## config.mk

```make
export PLATFORM = sky130hd
export DESIGN_NAME = gsrb_bank
export DESIGN_NICKNAME = d
export VERILOG_FILES = /design/src/rtl/gsrb_pkg.sv /design/src/rtl/gsrb_bank.sv
export SDC_FILE = /design/constraint.sdc
export NUM_CORES = 1
export LEC_CHECK = 0
export ABC_AREA = 0
export BUFFER_PORTS_ARGS = -buffer_cell sky130_fd_sc_hd__buf_2
export CAP_MARGIN = 20
export CORE_ASPECT_RATIO = 0.7
export CORE_MARGIN = 10
export CORE_UTILIZATION = 50
export CTS_CLUSTER_DIAMETER = 80
export DETAILED_ROUTE_END_ITERATION = 12
export PLACE_DENSITY = 0.71
export SLEW_MARGIN = 10
export SYNTH_ARGS = -nofsm -noshare
export SYNTH_HDL_FRONTEND = slang
export SYNTH_SLANG_ARGS = --single-unit
```

## constraint.sdc

```tcl
create_clock -name clk_sys -period 6.2 [get_ports clk_sys]
set_input_delay 0.93 -clock clk_sys [delete_from_list [all_inputs] [get_ports clk_sys]]
set_output_delay 0.93 -clock clk_sys [all_outputs]
set_load 0.01 [all_outputs]
```

## src/rtl/gsrb_pkg.sv

```systemverilog
// constants of the gauge standard read-out bank
package gsrb_pkg;
	// word offsets, low byte at the even address
	localparam logic [7:0] OFF_PACK_VOLTAGE = 8'h08;
	localparam logic [7:0] OFF_STATUS = 8'h0A;
	localparam logic [7:0] OFF_NOM_REMAIN = 8'h0C;
	localparam logic [7:0] OFF_FULL_AVAIL = 8'h0E;
	localparam logic [7:0] OFF_REMAIN_SEL = 8'h10;
	localparam logic [7:0] OFF_FULL_SEL = 8'h12;
	localparam logic [7:0] OFF_AVG_CURRENT = 8'h14;
	localparam logic [7:0] OFF_MIN_EMPTY = 8'h16;
	localparam logic [7:0] OFF_SMOOTH_FULL = 8'h18;
	localparam logic [7:0] OFF_COMP_FULL = 8'h1C;
	localparam logic [7:0] OFF_MAX_DISCH = 8'h1E;
	localparam logic [7:0] OFF_COMP_REMAIN = 8'h20;
	localparam logic [7:0] OFF_SMOOTH_REMAIN = 8'h22;
	localparam logic [7:0] OFF_TRIP_SET = 8'h24;
	localparam logic [7:0] OFF_TRIP_CLEAR = 8'h26;
	localparam logic [7:0] OFF_DIE_TEMP = 8'h28;
	localparam logic [7:0] OFF_CYCLES = 8'h2A;
	localparam logic [7:0] OFF_CHARGE_PCT = 8'h2C;
	localparam logic [7:0] OFF_HEALTH_PCT = 8'h2E;
	localparam logic [7:0] OFF_CHG_VOLT = 8'h30;
	// status word bit positions
	localparam int BIT_VOLT_HIGH = 13;
	localparam int BIT_VOLT_LOW = 12;
	localparam int BIT_CHG_BLOCK = 11;
	localparam int BIT_FULL = 9;
	localparam int BIT_CHG_PAUSE = 7;
	localparam int BIT_PEAK_CHANGE = 4;
	localparam int BIT_FAST_CHG = 3;
	localparam int BIT_FIRST_THR = 2;
	localparam int BIT_FINAL_THR = 1;
	localparam int BIT_DISCHARGE = 0;
	// value limits and codes
	localparam logic [15:0] PACK_MV_MAX = 16'h1770;
	localparam logic [15:0] MINUTES_IDLE = 16'hFFFF;
	localparam logic [15:0] CYCLES_MAX = 16'hFFFF;
	localparam logic [22:0] PCT_MAX = 23'h000064;
	localparam logic [15:0] PCT_SCALE = 16'h0064;
	localparam logic [7:0] FULL_THR_NONE = 8'hFF;
	localparam logic [15:0] WORD_RESET = 16'h0000;
	// refresh timing
	localparam int CLK_HZ = 50_000_000;
	localparam int REFRESH_S = 1;
	localparam int REFRESH_CYCLES = CLK_HZ * REFRESH_S;
	localparam int SLEEP_REFRESH_S = 20;
	localparam logic [4:0] SLEEP_TICKS = 5'(SLEEP_REFRESH_S);
	localparam int DIV_STEPS = 23;
	// power modes
	typedef enum logic [1:0] {
		PM_NORMAL = 2'h0,
		PM_SLEEP = 2'h1,
		PM_FULLSLEEP = 2'h2
	} gsrb_power_type;
	// shared divider states, gray along the loop
	typedef enum logic [1:0] {
		DV_IDLE = 2'h0,
		DV_LOAD = 2'h1,
		DV_RUN = 2'h3,
		DV_DONE = 2'h2
	} gsrb_div_type;
endpackage

```

## src/rtl/gsrb_bank.sv

```systemverilog
// gauge standard read-out bank: word commands, status flags, trip thresholds
`timescale 1ns/1ps
`default_nettype none
module gsrb_bank #(
	parameter int REFRESH_CYCLES = gsrb_pkg::REFRESH_CYCLES
) (
	input wire logic clk_sys,
	input wire logic reset_n,
	// serial command port, byte wide
	input wire logic [7:0] cmd_addr,
	input wire logic cmd_rd,
	input wire logic cmd_wr,
	input wire logic [7:0] cmd_wdata,
	output logic [7:0] rd_data_q,
	output logic rd_valid_q,
	output logic trip_alert_q,
	// measurements and settings from the gauging core
	input wire logic [15:0] meas_voltage_mv,
	input wire logic [15:0] cell_temp,
	input wire logic [15:0] die_temp_in,
	input wire logic [15:0] low_temp_limit,
	input wire logic [15:0] upper_inhibit_temp,
	input wire logic [15:0] upper_suspend_temp,
	input wire logic charging_active,
	input wire logic discharge_flag,
	input wire logic charge_terminated,
	input wire logic [7:0] full_threshold_percent,
	input wire logic fast_charge_allowed_flag,
	input wire logic pack_voltage_high_flag,
	input wire logic pack_voltage_low_flag,
	input wire logic [15:0] first_level,
	input wire logic [15:0] final_level,
	input wire logic [15:0] nominal_in,
	input wire logic [15:0] full_avail_in,
	input wire logic [15:0] comp_remaining_in,
	input wire logic [15:0] comp_full_in,
	input wire logic [15:0] smooth_remaining_in,
	input wire logic smoothing_select,
	input wire logic [15:0] current_ma_in,
	input wire logic [1:0] power_mode,
	input wire logic [15:0] minutes_in,
	input wire logic [15:0] imax_in,
	input wire logic [15:0] imax_delta,
	input wire logic imax_clear,
	input wire logic [15:0] pred_full_room,
	input wire logic [15:0] design_capacity,
	input wire logic discharge_mah_pulse,
	input wire logic [15:0] cycle_discharge_threshold,
	input wire logic [2:0] temp_range,
	input wire logic [15:0] range_voltage
);
	logic [15:0] voltage_q, status_w, smooth_full_q, avg_current_q, imax_q;
	logic [15:0] trip_set_q, trip_clear_q, cycles_q, cycle_acc_q, chg_volt_q;
	logic [15:0] remain_sel, full_sel, minutes_q, imax_diff;
	logic [15:0] imax_ref_q; // maximum current held when the peak flag last fired
	logic [15:0] rd_word_w; // word under the present command address
	logic [7:0] soc_q, soh_q, wr_low_q, snap_hi_q;
	logic block_q, pause_q, full_q, term_seen_q, peak_q, first_q, final_q;
	logic [31:0] sec_cnt_q; // one second divider
	logic sec_tick_q; // one-cycle enable each second
	logic [4:0] sleep_cnt_q; // seconds since last refresh when asleep
	logic [2:0] range_q; // last temperature range seen
	logic range_init_q; // first range not yet captured
	gsrb_pkg::gsrb_div_type dv_q;
	logic dv_job_q; // 0 charge percent, 1 health percent
	logic [22:0] dv_num_q, dv_quo_q;
	logic [16:0] dv_rem_q;
	logic [15:0] dv_den_q;
	logic [4:0] dv_cnt_q;
	logic [16:0] dv_try;

	// word presented at an even command address; unmapped gives zero
	function automatic logic [15:0] word_at(input logic [7:0] a);
		unique case ({a[7:1], 1'b0})
			gsrb_pkg::OFF_PACK_VOLTAGE: word_at = voltage_q;
			gsrb_pkg::OFF_STATUS: word_at = status_w;
			gsrb_pkg::OFF_NOM_REMAIN: word_at = nominal_in;
			gsrb_pkg::OFF_FULL_AVAIL: word_at = full_avail_in;
			gsrb_pkg::OFF_REMAIN_SEL: word_at = remain_sel;
			gsrb_pkg::OFF_FULL_SEL: word_at = full_sel;
			gsrb_pkg::OFF_AVG_CURRENT: word_at = avg_current_q;
			gsrb_pkg::OFF_MIN_EMPTY: word_at = minutes_q;
			gsrb_pkg::OFF_SMOOTH_FULL: word_at = smooth_full_q;
			gsrb_pkg::OFF_COMP_FULL: word_at = comp_full_in;
			gsrb_pkg::OFF_MAX_DISCH: word_at = imax_q;
			gsrb_pkg::OFF_COMP_REMAIN: word_at = comp_remaining_in;
			gsrb_pkg::OFF_SMOOTH_REMAIN: word_at = smooth_remaining_in;
			gsrb_pkg::OFF_TRIP_SET: word_at = trip_set_q;
			gsrb_pkg::OFF_TRIP_CLEAR: word_at = trip_clear_q;
			gsrb_pkg::OFF_DIE_TEMP: word_at = die_temp_in;
			gsrb_pkg::OFF_CYCLES: word_at = cycles_q;
			gsrb_pkg::OFF_CHARGE_PCT: word_at = {8'h00, soc_q};
			gsrb_pkg::OFF_HEALTH_PCT: word_at = {8'h00, soh_q};
			gsrb_pkg::OFF_CHG_VOLT: word_at = chg_volt_q;
			default: word_at = gsrb_pkg::WORD_RESET;
		endcase
	endfunction

	// smoothing select picks filtered or unfiltered capacity
	assign remain_sel = smoothing_select ? smooth_remaining_in : comp_remaining_in;
	assign full_sel = smoothing_select ? smooth_full_q : comp_full_in;
	assign imax_diff = (imax_in > imax_ref_q) ? imax_in - imax_ref_q : imax_ref_q - imax_in;

	// word lookup; always_comb also wakes on what the function reads inside
	always_comb begin
		rd_word_w = word_at(cmd_addr);
	end

	// status word assembly, reserved bits read zero
	always_comb begin
		status_w = gsrb_pkg::WORD_RESET;
		status_w[gsrb_pkg::BIT_VOLT_HIGH] = pack_voltage_high_flag;
		status_w[gsrb_pkg::BIT_VOLT_LOW] = pack_voltage_low_flag;
		status_w[gsrb_pkg::BIT_CHG_BLOCK] = block_q;
		status_w[gsrb_pkg::BIT_FULL] = full_q;
		status_w[gsrb_pkg::BIT_CHG_PAUSE] = pause_q;
		status_w[gsrb_pkg::BIT_PEAK_CHANGE] = peak_q;
		status_w[gsrb_pkg::BIT_FAST_CHG] = fast_charge_allowed_flag;
		status_w[gsrb_pkg::BIT_FIRST_THR] = first_q;
		status_w[gsrb_pkg::BIT_FINAL_THR] = final_q;
		status_w[gsrb_pkg::BIT_DISCHARGE] = discharge_flag;
	end

	// read path: even byte freezes the whole word so the odd byte matches it
	always_ff @(posedge clk_sys) begin
		if (!reset_n) begin
			rd_data_q <= 8'h00;
			rd_valid_q <= 1'b0;
			snap_hi_q <= 8'h00;
		end else begin
			rd_valid_q <= cmd_rd;
			if (cmd_rd && !cmd_addr[0]) begin
				rd_data_q <= rd_word_w[7:0];
				snap_hi_q <= rd_word_w[15:8];
			end else if (cmd_rd) begin
				rd_data_q <= snap_hi_q;
			end
		end
	end

	// write path: low byte waits, high byte commits the word at once
	always_ff @(posedge clk_sys) begin
		if (!reset_n) begin
			wr_low_q <= 8'h00;
			trip_set_q <= gsrb_pkg::WORD_RESET;
			trip_clear_q <= gsrb_pkg::WORD_RESET;
		end else if (cmd_wr) begin
			if (!cmd_addr[0]) begin
				wr_low_q <= cmd_wdata;
			end else if ({cmd_addr[7:1], 1'b0} == gsrb_pkg::OFF_TRIP_SET) begin
				trip_set_q <= {cmd_wdata, wr_low_q};
			end else if ({cmd_addr[7:1], 1'b0} == gsrb_pkg::OFF_TRIP_CLEAR) begin
				trip_clear_q <= {cmd_wdata, wr_low_q};
			end
		end
	end

	// trip alert: falls below set while discharging, released above clear while charging
	always_ff @(posedge clk_sys) begin
		if (!reset_n) begin
			trip_alert_q <= 1'b0;
		end else if (discharge_flag && remain_sel < trip_set_q) begin
			trip_alert_q <= 1'b1;
		end else if (charging_active && remain_sel > trip_clear_q) begin
			trip_alert_q <= 1'b0;
		end
	end

	// voltage capped so a bad conversion never reads above range
	always_ff @(posedge clk_sys) begin
		if (!reset_n) begin
			voltage_q <= gsrb_pkg::WORD_RESET;
		end else if (meas_voltage_mv > gsrb_pkg::PACK_MV_MAX) begin
			voltage_q <= gsrb_pkg::PACK_MV_MAX;
		end else begin
			voltage_q <= meas_voltage_mv;
		end
	end

	// temperature guarded charging flags
	always_ff @(posedge clk_sys) begin
		if (!reset_n) begin
			block_q <= 1'b0;
			pause_q <= 1'b0;
		end else begin
			block_q <= !charging_active && (cell_temp < low_temp_limit ||
				cell_temp > upper_inhibit_temp);
			pause_q <= charging_active && (cell_temp < low_temp_limit ||
				cell_temp > upper_suspend_temp);
		end
	end

	// full flag; termination is remembered until discharge starts
	always_ff @(posedge clk_sys) begin
		if (!reset_n) begin
			term_seen_q <= 1'b0;
			full_q <= 1'b0;
		end else begin
			if (charge_terminated) begin
				term_seen_q <= 1'b1;
			end else if (discharge_flag) begin
				term_seen_q <= 1'b0;
			end
			if (full_threshold_percent == gsrb_pkg::FULL_THR_NONE) begin
				full_q <= term_seen_q || charge_terminated;
			end else begin
				full_q <= soc_q > full_threshold_percent;
			end
		end
	end

	// peak current flag against the held reference: set beats clear in the same cycle
	always_ff @(posedge clk_sys) begin
		if (!reset_n) begin
			peak_q <= 1'b0;
			imax_ref_q <= gsrb_pkg::WORD_RESET;
		end else if (imax_diff >= imax_delta && imax_delta != gsrb_pkg::WORD_RESET) begin
			peak_q <= 1'b1;
			imax_ref_q <= imax_in;
		end else if (imax_clear) begin
			peak_q <= 1'b0;
		end
	end

	// maximum current word follows the core, not only the flag reference
	always_ff @(posedge clk_sys) begin
		if (!reset_n) begin
			imax_q <= gsrb_pkg::WORD_RESET;
		end else begin
			imax_q <= imax_in;
		end
	end

	// charge level thresholds on the selected remaining capacity
	always_ff @(posedge clk_sys) begin
		if (!reset_n) begin
			first_q <= 1'b0;
			final_q <= 1'b0;
		end else begin
			first_q <= remain_sel <= first_level;
			final_q <= remain_sel <= final_level;
		end
	end

	// minutes word forced to all ones when not discharging
	always_ff @(posedge clk_sys) begin
		if (!reset_n) begin
			minutes_q <= gsrb_pkg::MINUTES_IDLE;
		end else begin
			minutes_q <= discharge_flag ? minutes_in : gsrb_pkg::MINUTES_IDLE;
		end
	end

	// second divider; a parameter so simulation can shorten it
	always_ff @(posedge clk_sys) begin
		if (!reset_n) begin
			sec_cnt_q <= 32'h0;
			sec_tick_q <= 1'b0;
		end else if (sec_cnt_q >= 32'(REFRESH_CYCLES - 1)) begin
			sec_cnt_q <= 32'h0;
			sec_tick_q <= 1'b1;
		end else begin
			sec_cnt_q <= sec_cnt_q + 32'h1;
			sec_tick_q <= 1'b0;
		end
	end

	// average current refresh, every tick awake, every twentieth asleep
	always_ff @(posedge clk_sys) begin
		if (!reset_n) begin
			sleep_cnt_q <= 5'h00;
			avg_current_q <= gsrb_pkg::WORD_RESET;
		end else if (sec_tick_q) begin
			if (power_mode == gsrb_pkg::PM_NORMAL) begin
				sleep_cnt_q <= 5'h00;
				avg_current_q <= current_ma_in;
			end else if (sleep_cnt_q >= gsrb_pkg::SLEEP_TICKS - 5'h01) begin
				sleep_cnt_q <= 5'h00;
				avg_current_q <= current_ma_in;
			end else begin
				sleep_cnt_q <= sleep_cnt_q + 5'h01;
			end
		end
	end

	// smoothed full capacity walks one unit per second toward compensated value while charging
	always_ff @(posedge clk_sys) begin
		if (!reset_n) begin
			smooth_full_q <= gsrb_pkg::WORD_RESET;
		end else if (smooth_full_q == gsrb_pkg::WORD_RESET) begin
			smooth_full_q <= comp_full_in; // seeds from the first valid value
		end else if (sec_tick_q && charging_active) begin
			if (smooth_full_q < comp_full_in) begin
				smooth_full_q <= smooth_full_q + 16'h0001;
			end else if (smooth_full_q > comp_full_in) begin
				smooth_full_q <= smooth_full_q - 16'h0001;
			end
		end
	end

	// cycle counter: saturates rather than wrapping to zero
	always_ff @(posedge clk_sys) begin
		if (!reset_n) begin
			cycle_acc_q <= gsrb_pkg::WORD_RESET;
			cycles_q <= gsrb_pkg::WORD_RESET;
		end else if (cycle_acc_q >= cycle_discharge_threshold &&
			cycle_discharge_threshold != gsrb_pkg::WORD_RESET) begin
			cycle_acc_q <= cycle_acc_q - cycle_discharge_threshold;
			if (cycles_q != gsrb_pkg::CYCLES_MAX) begin
				cycles_q <= cycles_q + 16'h0001;
			end
		end else if (discharge_mah_pulse && cycle_acc_q != gsrb_pkg::CYCLES_MAX) begin
			cycle_acc_q <= cycle_acc_q + 16'h0001;
		end
	end

	// charge voltage latched on the first cycle after reset and when the temperature range moves
	always_ff @(posedge clk_sys) begin
		if (!reset_n) begin
			range_q <= 3'h0;
			range_init_q <= 1'b1;
			chg_volt_q <= gsrb_pkg::WORD_RESET;
		end else if (range_init_q || temp_range != range_q) begin
			range_q <= temp_range;
			range_init_q <= 1'b0;
			chg_volt_q <= range_voltage;
		end
	end

	// shared restoring divider; one divider for two percentages saves area
	assign dv_try = {dv_rem_q[15:0], dv_num_q[22]};
	always_ff @(posedge clk_sys) begin
		if (!reset_n) begin
			dv_q <= gsrb_pkg::DV_IDLE;
			dv_job_q <= 1'b0;
			dv_num_q <= 23'h0;
			dv_quo_q <= 23'h0;
			dv_rem_q <= 17'h0;
			dv_den_q <= 16'h0;
			dv_cnt_q <= 5'h0;
			soc_q <= 8'h00;
			soh_q <= 8'h00;
		end else begin
			unique case (dv_q)
				gsrb_pkg::DV_IDLE: begin
					dv_q <= gsrb_pkg::DV_LOAD;
				end
				gsrb_pkg::DV_LOAD: begin
					dv_num_q <= 23'(dv_job_q ? pred_full_room : remain_sel) *
						23'(gsrb_pkg::PCT_SCALE);
					dv_den_q <= dv_job_q ? design_capacity : full_sel;
					dv_rem_q <= 17'h0;
					dv_quo_q <= 23'h0;
					dv_cnt_q <= 5'(gsrb_pkg::DIV_STEPS);
					dv_q <= gsrb_pkg::DV_RUN;
				end
				gsrb_pkg::DV_RUN: begin
					if (dv_try >= {1'b0, dv_den_q}) begin
						dv_rem_q <= dv_try - {1'b0, dv_den_q};
						dv_quo_q <= {dv_quo_q[21:0], 1'b1};
					end else begin
						dv_rem_q <= dv_try;
						dv_quo_q <= {dv_quo_q[21:0], 1'b0};
					end
					dv_num_q <= {dv_num_q[21:0], 1'b0};
					dv_cnt_q <= dv_cnt_q - 5'h1;
					if (dv_cnt_q == 5'h1) begin
						dv_q <= gsrb_pkg::DV_DONE;
					end
				end
				gsrb_pkg::DV_DONE: begin
					// zero divisor reads as zero, overshoot reads as the cap
					if (dv_den_q == 16'h0) begin
						if (dv_job_q) soh_q <= 8'h00;
						else soc_q <= 8'h00;
					end else if (dv_job_q) begin
						soh_q <= (dv_quo_q > gsrb_pkg::PCT_MAX) ?
							gsrb_pkg::PCT_MAX[7:0] : dv_quo_q[7:0];
					end else begin
						soc_q <= (dv_quo_q > gsrb_pkg::PCT_MAX) ?
							gsrb_pkg::PCT_MAX[7:0] : dv_quo_q[7:0];
					end
					dv_job_q <= !dv_job_q;
					dv_q <= gsrb_pkg::DV_IDLE;
				end
			endcase
		end
	end
endmodule
`default_nettype wire

```

==> impl_results.md <==
- Post-layout nets: 4229
- Top Ports: 388
- Yosys cell types: 99
- CP Launch Type: input pin
- Total negative setup slack: 0 ns
- Crit-path max FO: 19
- Starting density of the core: 0.508
- Post_cts resized: 0
- Final GP Congestion: 1.05
- TritonCTS clock tree: done
- Vias: 25600
- Vias/cell: 6.01
- Max cap viols: 0
- Worst clock skew: 0.0312 ns
- Avg WL per Cell: 23.1 um
- Post-Synthesis Cells: 3232
- Ys flop type: dfxtp_1
- Seq cells post-synth: 351
- Initial drt markers: 2921
- Total length of routed wires: 98400 um
- Final period util: 0.865
- Worst Tran Pin Value: 1.20 ns
- Post-synth EDFFs: 0
- Reg clk slew, reported paths: 0.06 ns
- Worst EP arrival: 5.80 ns
- Num CTS Buffers: 39
- Routed Antenna Nets: 0
- Worst-Skew Late Latency: 0.57 ns
- Buffers on Ports: 387
- RSZ-0062 raised after global routing: no
- FFs w/ async S/R, synth: 0
- Power Density: 292 nW/um^2
- Die width: 292 um
- Tmin final: 5.36 ns
- DP HPWL: 78000 um
- Leak Pwr: 13.2 nW
- Final Hold Fails: 0
- Finished Cell Area: 29600 sq um
- Filler cells: 4731
- Placed instance area: 28300 sq um
- Top cells by count, synth: dfxtp_1, nand2_1, inv_1, ha_1, a21oi_1
- Cell Count Post-Placement: 4183
- Slew Limit Fails: 0
- CTS max path bufs: 3
- First-pass GRT wire length: 146000 um
- Final setup vio count: 0
- Hold crit path type: reg2reg
- Sequential element share of the synthesized area: 0.271
- Area growth syn-to-layout: 14.4%
- H-tree depth: 2
- Max Fclk: 0.186 GHz
- Max IR drop VDD: 0.238 mV
- CP Class: in2reg
- Req. time, crit path: 6.63 ns
- Antenna violations before repair: 15
- Largest net degree at the start of global routing: 77
- Grt ovf: 0
- Vias in the first global route: 23700
- Core ar.: 51000 sq um
- Synth top area share: 0.271
- Most common cell in the netlist: dfxtp_1
- Cell taking the most area after synthesis: dfxtp_1
- Post-CTS Setup Bufs: 0
- GRT Util Overall: 0.305
- DRC errors left: 0
- Share of layout cells above drive strength 1: 0.163
- First-pass DRT Iterations: 9
- Worst slew margin: 0.200
- Synthesized cell area: 25900 sq um
- Final non-filler cell total: 4266
- Die area: 61500 sq um
- Synth Area per Inst: 8.02 sq um
- Status: finished, final reports clean
- Chip height: 210 um
- Synth top area cells: dfxtp_1, ha_1, mux2i_1, nand2_1, inv_1
- Hold-fix buffers at CTS: 0
- Clk root buf: clkbuf_16
- Worst setup EP type: flip-flop
- Clk sinks: 351
- Ys Warns: 0
- # rows: 69
per-layer routing:
| metal | track usage | vias to the layer above | wire length (um) |
|---|---|---|---|
| li1 | - | 12100 | - |
| met1 | 0.421 | 11800 | 43000 |
| met2 | 0.432 | 1404 | 39100 |
| met3 | 0.126 | 216 | 13400 |
| met5 | 0 | - | 88 |
| met4 | 0.0756 | 12 | 2860 |
layout by cell type, fill, tap and decap left out, types with 39 or more instances in the layout:
cell and count:
ha_1 285, clkbuf_16 39, o21a_1 40, nand2b_1 43, nand3_1 94, nand4_1 44, buf_2 386, o21ai_0 142
xor2_1 45, a21oi_1 232, inv_1 321, mux2i_1 160, nor2_1 220, nand2_1 328, a21o_1 73, xnor2_1 62
dfxtp_1 349
worst max-delay path, cell delays in order:
cell	delay, ns
buf_2	0.54
mux2_2	0.55
mux2i_1	0.30
inv_1	0.15
ha_1	0.32
ha_1	0.27
inv_1	0.05
fa_1	0.50
inv_1	0.04
ha_1	0.37
and4_1	0.26
nor4bb_1	0.16
a2111oi_0	0.56
o21bai_1	0.22
o31ai_1	0.29
xor2_1	0.18
o21ai_1	0.07
state kept, by name, indices dropped and copies added (netlist names), 16 cells and up:
| register | cells |
|---|---|
| minutes_q | 16 |
| dv_num_q | 21 |
| dv_den_q | 16 |
| chg_volt_q | 16 |
| trip_set_q | 16 |
| sec_cnt_q | 32 |
| dv_quo_q | 23 |
| cycles_q | 16 |
| smooth_full_q | 16 |
| cycle_acc_q | 16 |
| dv_rem_q | 16 |
| imax_ref_q | 16 |
| trip_clear_q | 16 |
| imax_q | 16 |
| avg_current_q | 16 |
| voltage_q | 16 |
report_power, final:
part           switching, mW  total, mW  internal, mW
Clock                   1.06       2.40          1.34
Combinational           2.06       3.58          1.53
Sequential             0.223       2.67          2.44
Total                   3.34       8.65          5.31
cell families after synthesis:
group | share of synthesized area
other cells | 0.000145
buf+inv | 0.0730
compound gates | 0.210
simple gates | 0.180
mux | 0.0792
flops | 0.271
xor+xnor | 0.0362
fa+ha+maj | 0.150
stage by stage:
| stage | worst slack [ns] | hold slack [ns] | util | power [mW] |
|---|---|---|---|---|
| 6_report | 0.837 | 0.436 | 0.581 | 8.65 |
| 3_3_place_gp | 0.508 | 0.427 | 0.555 | 6.16 |
| 5_1_grt | 0.607 | 0.466 | 0.580 | 9.17 |
| 4_1_cts | 0.968 | 0.440 | 0.580 | 8.58 |
| 3_5_place_dp | 0.425 | 0.432 | 0.555 | 6.19 |
| 2_1_floorplan | 1.00 | 0.413 | - | 5.29 |
final cells by class:
class / instances / area (sq um) / area share
clock inverter: 20 / 209 / 0.00705
multi-input combinational: 2415 / 17000 / 0.575
inverter: 324 / 1220 / 0.0412
antenna: 11 / 27.5 / 0.000929
sequential: 351 / 7030 / 0.237
timing repair buffer: 419 / 2180 / 0.0736
tap: 674 / 843 / 0.0285
clock buffer: 52 / 1080 / 0.0366
path summary, 6_finish.rpt:
| kind | cells after the start | slack (ns) | startpoint | endpoint |
|---|---|---|---|---|
| setup / recovery | 17 | 0.84 | smoothing_select | dv_num_q[20] |
| hold / removal | 1 | 0.44 | sec_cnt_q[0] | sec_cnt_q[0] |
| setup reg to reg | 18 | 1.50 | imax_ref_q[2] | imax_ref_q[7] |
| hold reg to reg | 1 | 0.44 | sec_cnt_q[0] | sec_cnt_q[0] |
(Power assumes the default switching activity.)
